<file path="config.mk">
export PLATFORM = sky130hd
export DESIGN_NAME = gpel_top
export DESIGN_NICKNAME = d
export VERILOG_FILES = /design/src/verilog/gpel_pkg.sv /design/src/verilog/gpel_sync.sv /design/src/verilog/gpel_top.sv
export VERILOG_INCLUDE_DIRS = /design/src /design/src/verilog
export SDC_FILE = /design/constraint.sdc
export NUM_CORES = 1
export LEC_CHECK = 0
export ABC_CLOCK_PERIOD_IN_PS = 1100
export BUFFER_PORTS_ARGS = -buffer_cell sky130_fd_sc_hd__buf_2
export CAP_MARGIN = 5
export CORE_ASPECT_RATIO = 0.75
export CORE_MARGIN = 8
export CORE_UTILIZATION = 45
export CTS_CLUSTER_DIAMETER = 80
export DETAILED_ROUTE_END_ITERATION = 10
export PLACE_DENSITY = 0.73
export SLEW_MARGIN = 30
export SYNTH_ARGS = -nofsm -noshare
export SYNTH_HDL_FRONTEND = slang
export SYNTH_SLANG_ARGS = --single-unit
</file>
<file path="constraint.sdc">
create_clock -name ref_clk_i -period 1.1 [get_ports ref_clk_i]
set_input_delay 0.11 -clock ref_clk_i [delete_from_list [all_inputs] [get_ports ref_clk_i]]
set_output_delay 0.11 -clock ref_clk_i [all_outputs]
set_load 0.05 [all_outputs]
</file>
<file path="src/verilog/gpel_defs.svh">
// Offsets, bit positions, reset values and timing counts of the
// general-purpose event logic.
// Assumes it is included by its bare name, by the package and the modules.
`ifndef GPEL_DEFS_SVH
`define GPEL_DEFS_SVH

// Configuration byte offsets; each register is 16 bits wide.
`define GPEL_FLAGS_OFS    8'ha8
`define GPEL_ENABLES_OFS  8'haa
// Only this configuration function reaches the two registers.
`define GPEL_CFG_FUNC     3'h0

// Bit positions shared by the flag and the enable register.
`define GPEL_BIT_VID0     15
`define GPEL_BIT_VID1     14
`define GPEL_BIT_PWR      11
`define GPEL_BIT_VPP12    8
`define GPEL_NUM_GPI      5

// Implemented bits; every other bit is reserved and reads zero.
`define GPEL_REG_MASK     16'hc91f
`define GPEL_FLAGS_RST    16'h0000
`define GPEL_ENABLES_RST  16'h0000

// Width of one supply setting field of a socket.
`define GPEL_PWR_W        4
// Clock edges after reset release before change detection is trusted.
`define GPEL_ARM_CYCLES   2'h3

`endif

</file>
<file path="src/verilog/gpel_pkg.sv">
// Types of the general-purpose event logic.
// Assumes gpel_defs.svh is on the include path.
`include "gpel_defs.svh"

package gpel_pkg;

	// One configuration access from the bus interface, valid for one cycle.
	typedef struct packed {
		logic        req;    // Access strobe, one cycle.
		logic        we;     // High for a write, low for a read.
		logic [2:0]  func;   // Configuration function number.
		logic [7:0]  addr;   // Byte offset in configuration space.
		logic [1:0]  be;     // Byte enables, bit 1 for the upper byte.
		logic [15:0] wdata;  // Write data.
	} gpel_cfg_req_t;

	// Power settings of one socket as software last programmed them.
	typedef struct packed {
		logic [`GPEL_PWR_W-1:0] vcc;     // Supply voltage setting.
		logic [`GPEL_PWR_W-1:0] vpp;     // Programming voltage setting.
		logic                   vpp_12v; // Requested programming level 12 V.
	} gpel_sock_pwr_t;

endpackage

</file>
<file path="src/verilog/gpel_sync.sv">
// Two-stage synchroniser with a level-change detector for one input pin.
// Assumes the pin is asynchronous to ref_clk_i and may change at any time.
`timescale 1ns/1ps
`include "gpel_defs.svh"

module gpel_sync
(
	input  wire logic ref_clk_i,
	input  wire logic rst_b_i,
	input  wire logic pin_i,
	output logic      level_o,
	output logic      change_o
);

	logic meta_q;  // First stage; only the second stage reads it.
	logic meta_d;  // Next value of the first stage.
	logic sync_q;  // Second stage, safe to use.
	logic sync_d;  // Next value of the second stage.
	logic prev_q;  // Synchronised level one cycle earlier.
	logic prev_d;  // Next value of the previous level.

	// Next values of the chain.
	always_comb
	begin
		meta_d = pin_i;
		sync_d = meta_q;
		prev_d = sync_q;
	end

	// The chain resets to constants; the caller masks the first edges.
	always_ff @(posedge ref_clk_i or negedge rst_b_i)
	begin
		if (!rst_b_i)
		begin
			meta_q <= 1'b0;
			sync_q <= 1'b0;
			prev_q <= 1'b0;
		end
		else
		begin
			meta_q <= meta_d;
			sync_q <= sync_d;
			prev_q <= prev_d;
		end
	end

	// Rising and falling transitions both count as a change.
	assign level_o  = sync_q;
	assign change_o = sync_q ^ prev_q;
endmodule // gpel_sync

</file>
<file path="src/verilog/gpel_top.sv">
// General-purpose event flags and enables with the active-low event output.
// Assumes configuration accesses and socket settings come from logic on
// ref_clk_i, and that the input pins are asynchronous to it.
`timescale 1ns/1ps
`include "gpel_defs.svh"

module gpel_top
	import gpel_pkg::*;
(
	input  wire logic                      ref_clk_i,
	input  wire logic                      rst_b_i,
	input  wire gpel_cfg_req_t             cfg_i,
	input  wire logic [1:0]                video_port_enable_i,
	input  wire gpel_sock_pwr_t [1:0]      sock_pwr_i,
	input  wire logic [`GPEL_NUM_GPI-1:0]  general_input_pin_i,
	input  wire logic [`GPEL_NUM_GPI-1:0]  gpi_mode_sel_i,
	input  wire logic                      event_pin_sel_i,
	output logic [15:0]                    cfg_rdata_o,
	output logic                           cfg_ack_o,
	output logic                           general_event_out_n_o
);

	// Synchronised input levels and their change pulses.
	logic [`GPEL_NUM_GPI-1:0] gpi_level;   // Levels, unused beyond debug.
	logic [`GPEL_NUM_GPI-1:0] gpi_change;  // One-cycle change pulses.

	// Change detection state for the on-chip settings.
	logic [1:0]            arm_q;      // Counts edges after reset.
	logic [1:0]            arm_d;      // Next arm count.
	logic [1:0]            prev_vid_q; // Video enables one cycle ago.
	logic [1:0]            prev_vid_d; // Next previous video enables.
	gpel_sock_pwr_t [1:0]  prev_pwr_q; // Power settings one cycle ago.
	gpel_sock_pwr_t [1:0]  prev_pwr_d; // Next previous power settings.
	logic                  armed;      // Change detection is trusted.

	// Event pulses, one cycle each.
	logic [1:0] vid_evt;   // Video enable changed, per socket.
	logic       pwr_evt;   // A supply setting changed on some socket.
	logic       vpp_evt;   // A 12 V request changed on some socket.
	logic [15:0] set_vec;  // All events placed at their flag positions.

	// Register state.
	logic [15:0] flags_q;   // Sticky event flags.
	logic [15:0] flags_d;   // Next flags.
	logic [15:0] enables_q; // Event enables.
	logic [15:0] enables_d; // Next enables.
	logic [15:0] rdata_q;   // Read data held for the bus.
	logic [15:0] rdata_d;   // Next read data.
	logic        ack_q;     // Access answered.
	logic        ack_d;     // Next answer.
	logic        out_n_q;   // Event output, active low.
	logic        out_n_d;   // Next event output.

	// Access decode.
	logic        hit_func;  // Access is aimed at the owning function.
	logic        hit_flags; // Access hits the flag register.
	logic        hit_en;    // Access hits the enable register.
	logic [15:0] lane_mask; // Write data bits covered by byte enables.
	logic [15:0] clr_vec;   // Flags that software clears this cycle.
	logic [15:0] active;    // Flags that currently request the output.

	// One synchroniser per input pin.
	genvar g;
	generate
		for (g = 0; g < `GPEL_NUM_GPI; g++)
		begin : g_gpi
			gpel_sync u_sync
			(
				.ref_clk_i (ref_clk_i),
				.rst_b_i   (rst_b_i),
				.pin_i     (general_input_pin_i[g]),
				.level_o   (gpi_level[g]),
				.change_o  (gpi_change[g])
			);
		end
	endgenerate

	// Arm counter and previous values for change detection.
	// The synchroniser needs three edges before its previous stage holds a
	// real pin level, so nothing counts as a change before then; the price
	// is that a change in those first cycles is not flagged.
	always_comb
	begin
		arm_d = (arm_q == `GPEL_ARM_CYCLES) ? arm_q : arm_q + 2'h1;
		prev_vid_d = video_port_enable_i;
		prev_pwr_d = sock_pwr_i;
	end

	always_ff @(posedge ref_clk_i or negedge rst_b_i)
	begin
		if (!rst_b_i)
		begin
			arm_q      <= 2'h0;
			prev_vid_q <= 2'h0;
			prev_pwr_q <= '0;
		end
		else
		begin
			arm_q      <= arm_d;
			prev_vid_q <= prev_vid_d;
			prev_pwr_q <= prev_pwr_d;
		end
	end

	assign armed = (arm_q == `GPEL_ARM_CYCLES);

	// Event detection from the current and previous settings.
	always_comb
	begin
		vid_evt = {2{armed}} & (video_port_enable_i ^ prev_vid_q);
		// Any supply field differing on either socket is a power change.
		pwr_evt = armed &
			((sock_pwr_i[0].vcc != prev_pwr_q[0].vcc) |
			 (sock_pwr_i[0].vpp != prev_pwr_q[0].vpp) |
			 (sock_pwr_i[1].vcc != prev_pwr_q[1].vcc) |
			 (sock_pwr_i[1].vpp != prev_pwr_q[1].vpp));
		// Only a move of the 12 V request counts here.
		vpp_evt = armed &
			((sock_pwr_i[0].vpp_12v != prev_pwr_q[0].vpp_12v) |
			 (sock_pwr_i[1].vpp_12v != prev_pwr_q[1].vpp_12v));
		set_vec = 16'h0000;
		set_vec[`GPEL_BIT_VID0] = vid_evt[0];
		set_vec[`GPEL_BIT_VID1] = vid_evt[1];
		set_vec[`GPEL_BIT_PWR] = pwr_evt;
		set_vec[`GPEL_BIT_VPP12] = vpp_evt;
		set_vec[`GPEL_NUM_GPI-1:0] = {`GPEL_NUM_GPI{armed}} & gpi_change;
	end

	// Access decode; other functions see neither register.
	always_comb
	begin
		hit_func  = cfg_i.req & (cfg_i.func == `GPEL_CFG_FUNC);
		// The word offset drops the byte bit, so compare seven bits only.
		hit_flags = hit_func & (cfg_i.addr[7:1] == 7'(`GPEL_FLAGS_OFS >> 1));
		hit_en    = hit_func &
			(cfg_i.addr[7:1] == 7'(`GPEL_ENABLES_OFS >> 1));
		lane_mask = {{8{cfg_i.be[1]}}, {8{cfg_i.be[0]}}};
		clr_vec   = (hit_flags & cfg_i.we) ?
			(cfg_i.wdata & lane_mask) : 16'h0000;
	end

	// Register next values.
	always_comb
	begin
		// A set in the same cycle as a clear wins, so no event is lost; the
		// enables never gate the setting of a flag.
		flags_d = ((flags_q & ~clr_vec) | set_vec) &
			`GPEL_REG_MASK;
		enables_d = enables_q;
		if (hit_en & cfg_i.we)
		begin
			enables_d = ((cfg_i.wdata & lane_mask) |
				(enables_q & ~lane_mask)) & `GPEL_REG_MASK;
		end
		// Unmapped offsets and writes answer with zero data.
		rdata_d = 16'h0000;
		if (hit_flags & ~cfg_i.we)
		begin
			rdata_d = flags_q & `GPEL_REG_MASK;
		end
		else if (hit_en & ~cfg_i.we)
		begin
			rdata_d = enables_q & `GPEL_REG_MASK;
		end
		ack_d = cfg_i.req;
	end

	// Event output request: input enables count only for pins in input mode.
	always_comb
	begin
		active = flags_q & enables_q &
			{{(16-`GPEL_NUM_GPI){1'b1}}, gpi_mode_sel_i};
		// Output stays low while an enabled, counted flag remains and the pin is selected; dropping any of these releases it.
		out_n_d = ~((|active) & event_pin_sel_i);
	end

	always_ff @(posedge ref_clk_i or negedge rst_b_i)
	begin
		if (!rst_b_i)
		begin
			flags_q   <= `GPEL_FLAGS_RST;
			enables_q <= `GPEL_ENABLES_RST;
			rdata_q   <= 16'h0000;
			ack_q     <= 1'b0;
			out_n_q   <= 1'b1;
		end
		else
		begin
			flags_q   <= flags_d;
			enables_q <= enables_d;
			rdata_q   <= rdata_d;
			ack_q     <= ack_d;
			out_n_q   <= out_n_d;
		end
	end

	assign cfg_rdata_o           = rdata_q;
	assign cfg_ack_o             = ack_q;
	assign general_event_out_n_o = out_n_q;
endmodule // gpel_top

</file>
==> results.toml, run 1 <==
[global_routing]
antenna_found_initial = 0
grt_first_pass_wirelength_mm = 9.03
grt_pass1_vias = 1881
grt-ovfl-total = 0
grt_usage = 0.143
grt_max_degree = 39

[cells_and_area]
n_fill_cell = 406
nNetsFinal = 364
post-route-cell-area_sq_mm = 0.00366
area_growth_syn_to_layout_pct = 43.5
drive_above_1_share = 0.414
antenna-diode-count = 0
final_cells = 379

[cts]
numCtsBuffers = 9
ctsHtreeMaxLevel = 3
worstSkewPairLatency_ps = 330
cts.path.max_buffers = 2
cts.reportedPaths.clkPinSlew_ps = 70
root_buffer = "clkbuf_8"
cts_tree = "built"
clock_sinks = 66

[critical_path]
crit_path_start_kind = "primary input"
r2r-end = "flags_q[11]$_DFF_PN0_"
worstReg2RegStart = "prev_pwr_q[14]$_DFF_PN0_"
required_ps = 1320
reg2reg_slack_ps = -290
arrival_ps = 1640
cp_max_fo = 5
worstSetupPathType = "primary input to register"
end_kind = "register"
ff2ff_path_depth = 4

[yosys]
synth.distinct_cells = 30
yosysWarnings = 0
yosysSeqAreaShare = 0.647
synth_top_area_frac = 0.637
syn_area_per_cell_sq_um = 14.3
synth_top_cell_by_area = "dfrtp_1"
ys_ff_latch = 66
synth_cells = 178
synth_area_sq_mm = 0.00255
netlist_top_cells_area = "dfrtp_1, xor2_1, mux2i_1"

[sta]
rsz0062_at_grt = "yes"
hold_viol = 0
final.setup.worst_slack_ps = -326
finalSetupViolations = 20
fin_crit_ps = 1430
period_share = 1.30
drv_slew = 0
fin_skew_ps = 8.08
fmax_mhz = 702

[detailed_routing]
wl_per_cell_microns = 14.5
drt_iter0_markers = 50
num_vias = 1702
first_pass_iters = 4
routed_wl_mm = 5.51
drc = 0
viasPerCell = 4.49
ant_nets = 0

[floorplanning]
die_x_microns = 103
ioPinCount = 82
dieHeight_microns = 81.2
core_area_sq_mm = 0.00541
initial_core_util = 0.472
die-area_sq_mm = 0.00837
rows = 23

[power_and_ir_drop]
vdd_drop_max_mv = 1.15
powerDensity_mw_per_mm2 = 1360
p_leak_nw = 1.75

[placement]
place_area_sq_mm = 0.00310
gp_congestion = 0.734
portBuffers = 66
hpwl_mm = 3.98
placedCellCount = 335

[min_path]
worstHoldStart = "cfg_i[0]"
holdCritPathClass = "primary input to register"
min_path_cells = 2

[job]
maxCapViolations = 0

[run_status]
outcome = "complete, but fails checks"
violations = "negative setup slack"
-- cell usage in the layout (no fill, tap or decap), types with 2 or more instances in the layout --
cell,netlist,layout
mux2_4,5,9
dfrtp_1,65,65
xor2_1,23,23
mux2i_1,9,9
conb_1,1,7
nand2_1,11,8
nand3_1,7,7
nand2_2,0,3
nor2_1,9,9
nor4_2,1,4
buf_2,0,62
xnor2_1,3,3
clkbuf_8,0,11
buf_6,1,5
or4b_4,2,2
clkbuf_1,2,3
nand3b_1,2,2
buf_4,7,18
dlygate4sd3_1,0,28
a22o_1,10,10
-- where the power goes --
part | total [mW] | switching, mW | internal, mW
registers | 2.53 | 0.0308 | 2.50
logic | 0.477 | 0.246 | 0.231
clock network | 1.98 | 0.812 | 1.17
-- stage by stage --
step           setup TNS (ps)  setup slack (ps)  hold WS, ps  utilization  total power [mW]
3_5_place_dp           -14230              -660        -37.3        0.572              2.95
5_1_grt                 -5360              -366         21.1        0.677              5.20
6_report                -4560              -326         37.7        0.677              4.99
4_1_cts                 -4460              -292         16.8        0.673              5.04
3_3_place_gp           -13210              -621        -36.7        0.572              2.94
2_1_floorplan           -8600              -502         -186            -              2.75
-- metal layers --
metal	track usage	routed length [microns]
met1	0.177	2430
met2	0.219	2700
met4	0.0806	76
met3	0.0444	306
met5	0	0
-- worst max-delay path: stages --
cell and delay [ps]:
buf_6 90, or4b_4 550, nor3_4 230, and4_1 220, buf_6 130, mux2_4 300
-- synthesized netlist by cell type --
cell type	instances
xor2_1	23
buf_4	7
a221oi_1	1
nor4_2	1
nand3_1	7
nand2_1	11
or4b_4	2
o21ai_0	1
clkbuf_1	2
nand3b_1	2
buf_1	1
mux2_1	4
mux2_4	5
xnor2_1	3
nor2_1	9
dfstp_2	1
dfrtp_1	65
buf_6	1
nor4_4	1
and4_2	1
nor4_1	4
mux2_2	1
nor3_4	1
mux2i_1	9
nand4_1	1
and4_1	1
conb_1	1
nand2b_1	1
ha_1	1
a22o_1	10
-- cells by family after synthesis --
kind of cell	count (synthesis)	share of synthesized area
buffers and inverters	11	0.0294
AND/OR/NAND/NOR	42	0.101
AO/OA/AOI/OAI	12	0.0397
adder cells (fa/ha/maj)	1	0.00490
other	1	0.00147
flip-flops	66	0.647
multiplexers	19	0.0867
XOR/XNOR	26	0.0892
-- area by class of cell --
| type | count | area [sq um] | area share |
|---|---|---|---|
| sequential | 66 | 1650 | 0.451 |
| multi-input combinational | 107 | 903 | 0.247 |
| timing repair buffer | 115 | 817 | 0.223 |
| clock buffer | 14 | 163 | 0.0444 |
| tap | 75 | 93.8 | 0.0256 |
| clock inverter | 2 | 35.0 | 0.00956 |
-- worst max-delay path by stage --
stage,start,end
4_1_cts,prev_pwr_q[1]$_DFF_PN0_,flags_q[11]$_DFF_PN0_
2_1_floorplan,cfg_i[27],register
3_5_place_dp,cfg_i[27],register
6_report,cfg_i[27],register
5_1_grt,cfg_i[27],register
3_3_place_gp,cfg_i[27],register
-- repair_timing --
item | CTS | global route
hold buffers | 28 | 0
gates cloned | 0 | 0
setup buffers | 0 | 0
endpoints found under the setup margin | 20 | 30
hold endpoints to repair | 92 | 0
pin swaps | 10 | 13
gates resized for setup | 16 | 7
Note: power is estimated with default switching activity, not from simulation.
==> run 2: changes to the inputs <==
Settings changed: ABC_CLOCK_PERIOD_IN_PS 1100 to 1650, CORE_UTILIZATION 45 to 50, PLACE_DENSITY 0.73 to 0.77.
Clock period 1.1 ns to 1.65 ns, I/O delays scaled along.
==> run 2 against run 1 <==
  * The flow now finishes without violations
  * Core utilization grew 3.8 points
  * Register-to-register slack better by 450 ps
  * Clock power decreased by 17%
  * Sequential share of layout area is 2.0 points higher
  * Power is 27% lower
  * Sequential power down 33%
==> results.toml, run 2 (synthesis gave the netlist of run 1 again) <==
[sta]
hold_viol = 0
final.setup.worst_slack_ps = 47.5
fmax_mhz = 624
drv_slew = 0
holdWs_ps = 68.0
finalSetupViolations = 0
fin_skew_ps = 7.78
fin_crit_ps = 1600
rsz0062_at_grt = "no"
finalSetupTns_ps = 0
period_share = 0.971

[power_and_ir_drop]
finalPower_mw = 3.63
p_leak_nw = 1.69
powerDensity_mw_per_mm2 = 1040
vdd_drop_max_mv = 0.759

[critical_path]
crit_start = "sock_pwr_i[17]"
arrival_ps = 1820
end_kind = "register"
crit_path_start_kind = "primary input"
worstReg2RegStart = "prev_pwr_q[12]$_DFF_PN0_"
worstSetupPathType = "primary input to register"
cp_max_fo = 2
required_ps = 1870

[cts]
clock_sinks = 66
post_cts_buffers = 0
cts_tree = "built"
numCtsBuffers = 9
ctsHtreeMaxLevel = 3
root_buffer = "clkbuf_8"
cts.path.max_buffers = 2
cts.reportedPaths.clkPinSlew_ps = 70
worstSkewPairLatency_ps = 330

[placement]
portBuffers = 66
hpwl_mm = 3.74
gp_congestion = 0.764
place_ws_ps = -163
place_area_sq_mm = 0.00297

[global_routing]
grt_first_pass_wirelength_mm = 9.16
grt-ovfl-total = 0
grt_usage = 0.155
grt_max_degree = 67
grt_pass1_vias = 1850
antenna_found_initial = 0

[detailed_routing]
drc = 0
first_pass_iters = 4
ant_nets = 0
viasPerCell = 4.90
routed_wl_mm = 5.41
drt_iter0_markers = 56
num_vias = 1715
wl_per_cell_microns = 15.5

[cells_and_area]
final_common_cell = "buf_2"
drive_above_1_share = 0.355
nNetsFinal = 350
final_cell_mix = "buf_2, dfrtp_1, dlygate4sd3_1"
area_growth_syn_to_layout_pct = 37.3
post-route-cell-area_sq_mm = 0.00351
antenna-diode-count = 0

[floorplanning]
die-area_sq_mm = 0.00767
rows = 22
ioPinCount = 82
initial_core_util = 0.521
core_area_sq_mm = 0.00490
dieHeight_microns = 77.9
die_x_microns = 98.5

[min_path]
holdCritPathClass = "primary input to register"
worstHoldStart = "cfg_i[11]"

[run_status]
outcome = "finished, final reports clean"

[job]
maxCapViolations = 0
==> run 2: changes by cell type in the layout (fill, tap and decap cells not counted), sizes merged <==
cell / change
clkbuf: -3
bufinv: +2
buf: -14
clkinv: +1
==> run 2: cell type report <==
cell class / instances / area (sq um)
timing repair buffer: 101 / 676
clock inverter: 5 / 100
tap: 60 / 75.1
sequential: 66 / 1650
multi-input combinational: 107 / 852
clock buffer: 11 / 151
fill: 347 / 1390
==> run 2: layer usage <==
| layer | vias up | wire length (microns) | GRT usage |
|---|---|---|---|
| met5 | - | 0 | 0 |
| met4 | 0 | 55 | 0.0550 |
| li1 | 817 | - | - |
| met1 | 835 | 2400 | 0.189 |
| met3 | 7 | 400 | 0.0793 |
| met2 | 56 | 2560 | 0.232 |
==> run 2: final timing paths <==
check                                                          to  slack [ps]  depth (start not counted)
worst max-delay path                        flags_q[11]$_DFF_PN0_          50                          6
worst min-delay path                                     register          70                          2
worst max register to register              flags_q[11]$_DFF_PN0_         160                          4
worst min register to register  g_gpi[4].u_sync.level_o$_DFF_PN0_         340                          0
max in group asynchronous         general_event_out_n_o$_DFF_PN1_         990                          3
min in group asynchronous                cfg_rdata_o[2]$_DFF_PN0_         370                          3
==> run 2: critical path, cell delays in order <==
cell,delay [ps]
dlygate4sd3_1,550
buf_2,140
xor2_1,140
nor4_1,430
nand4_1,140
a22o_1,260
==> run 2: stage by stage <==
step | utilization | std cells
3_5_place_dp | 0.606 | 306
2_1_floorplan | - | 184
4_1_cts | 0.715 | 350
3_3_place_gp | 0.606 | 306
6_report | 0.716 | 350
5_1_grt | 0.716 | 350
==> run 2: timing repair <==
item | in CTS | in global routing
resized for setup | 0 | 2
endpoints found under the setup margin | 0 | 9
hold buffers | 28 | 0
hold endpoints to repair | 92 | 0
==> run 2: where the power goes <==
part | total (mW) | switching (mW) | internal, mW | leakage (nW)
clock | 1.65 | 0.570 | 1.08 | 0.129
sequential | 1.69 | 0.0207 | 1.66 | 0.778
combinational | 0.298 | 0.156 | 0.141 | 0.779
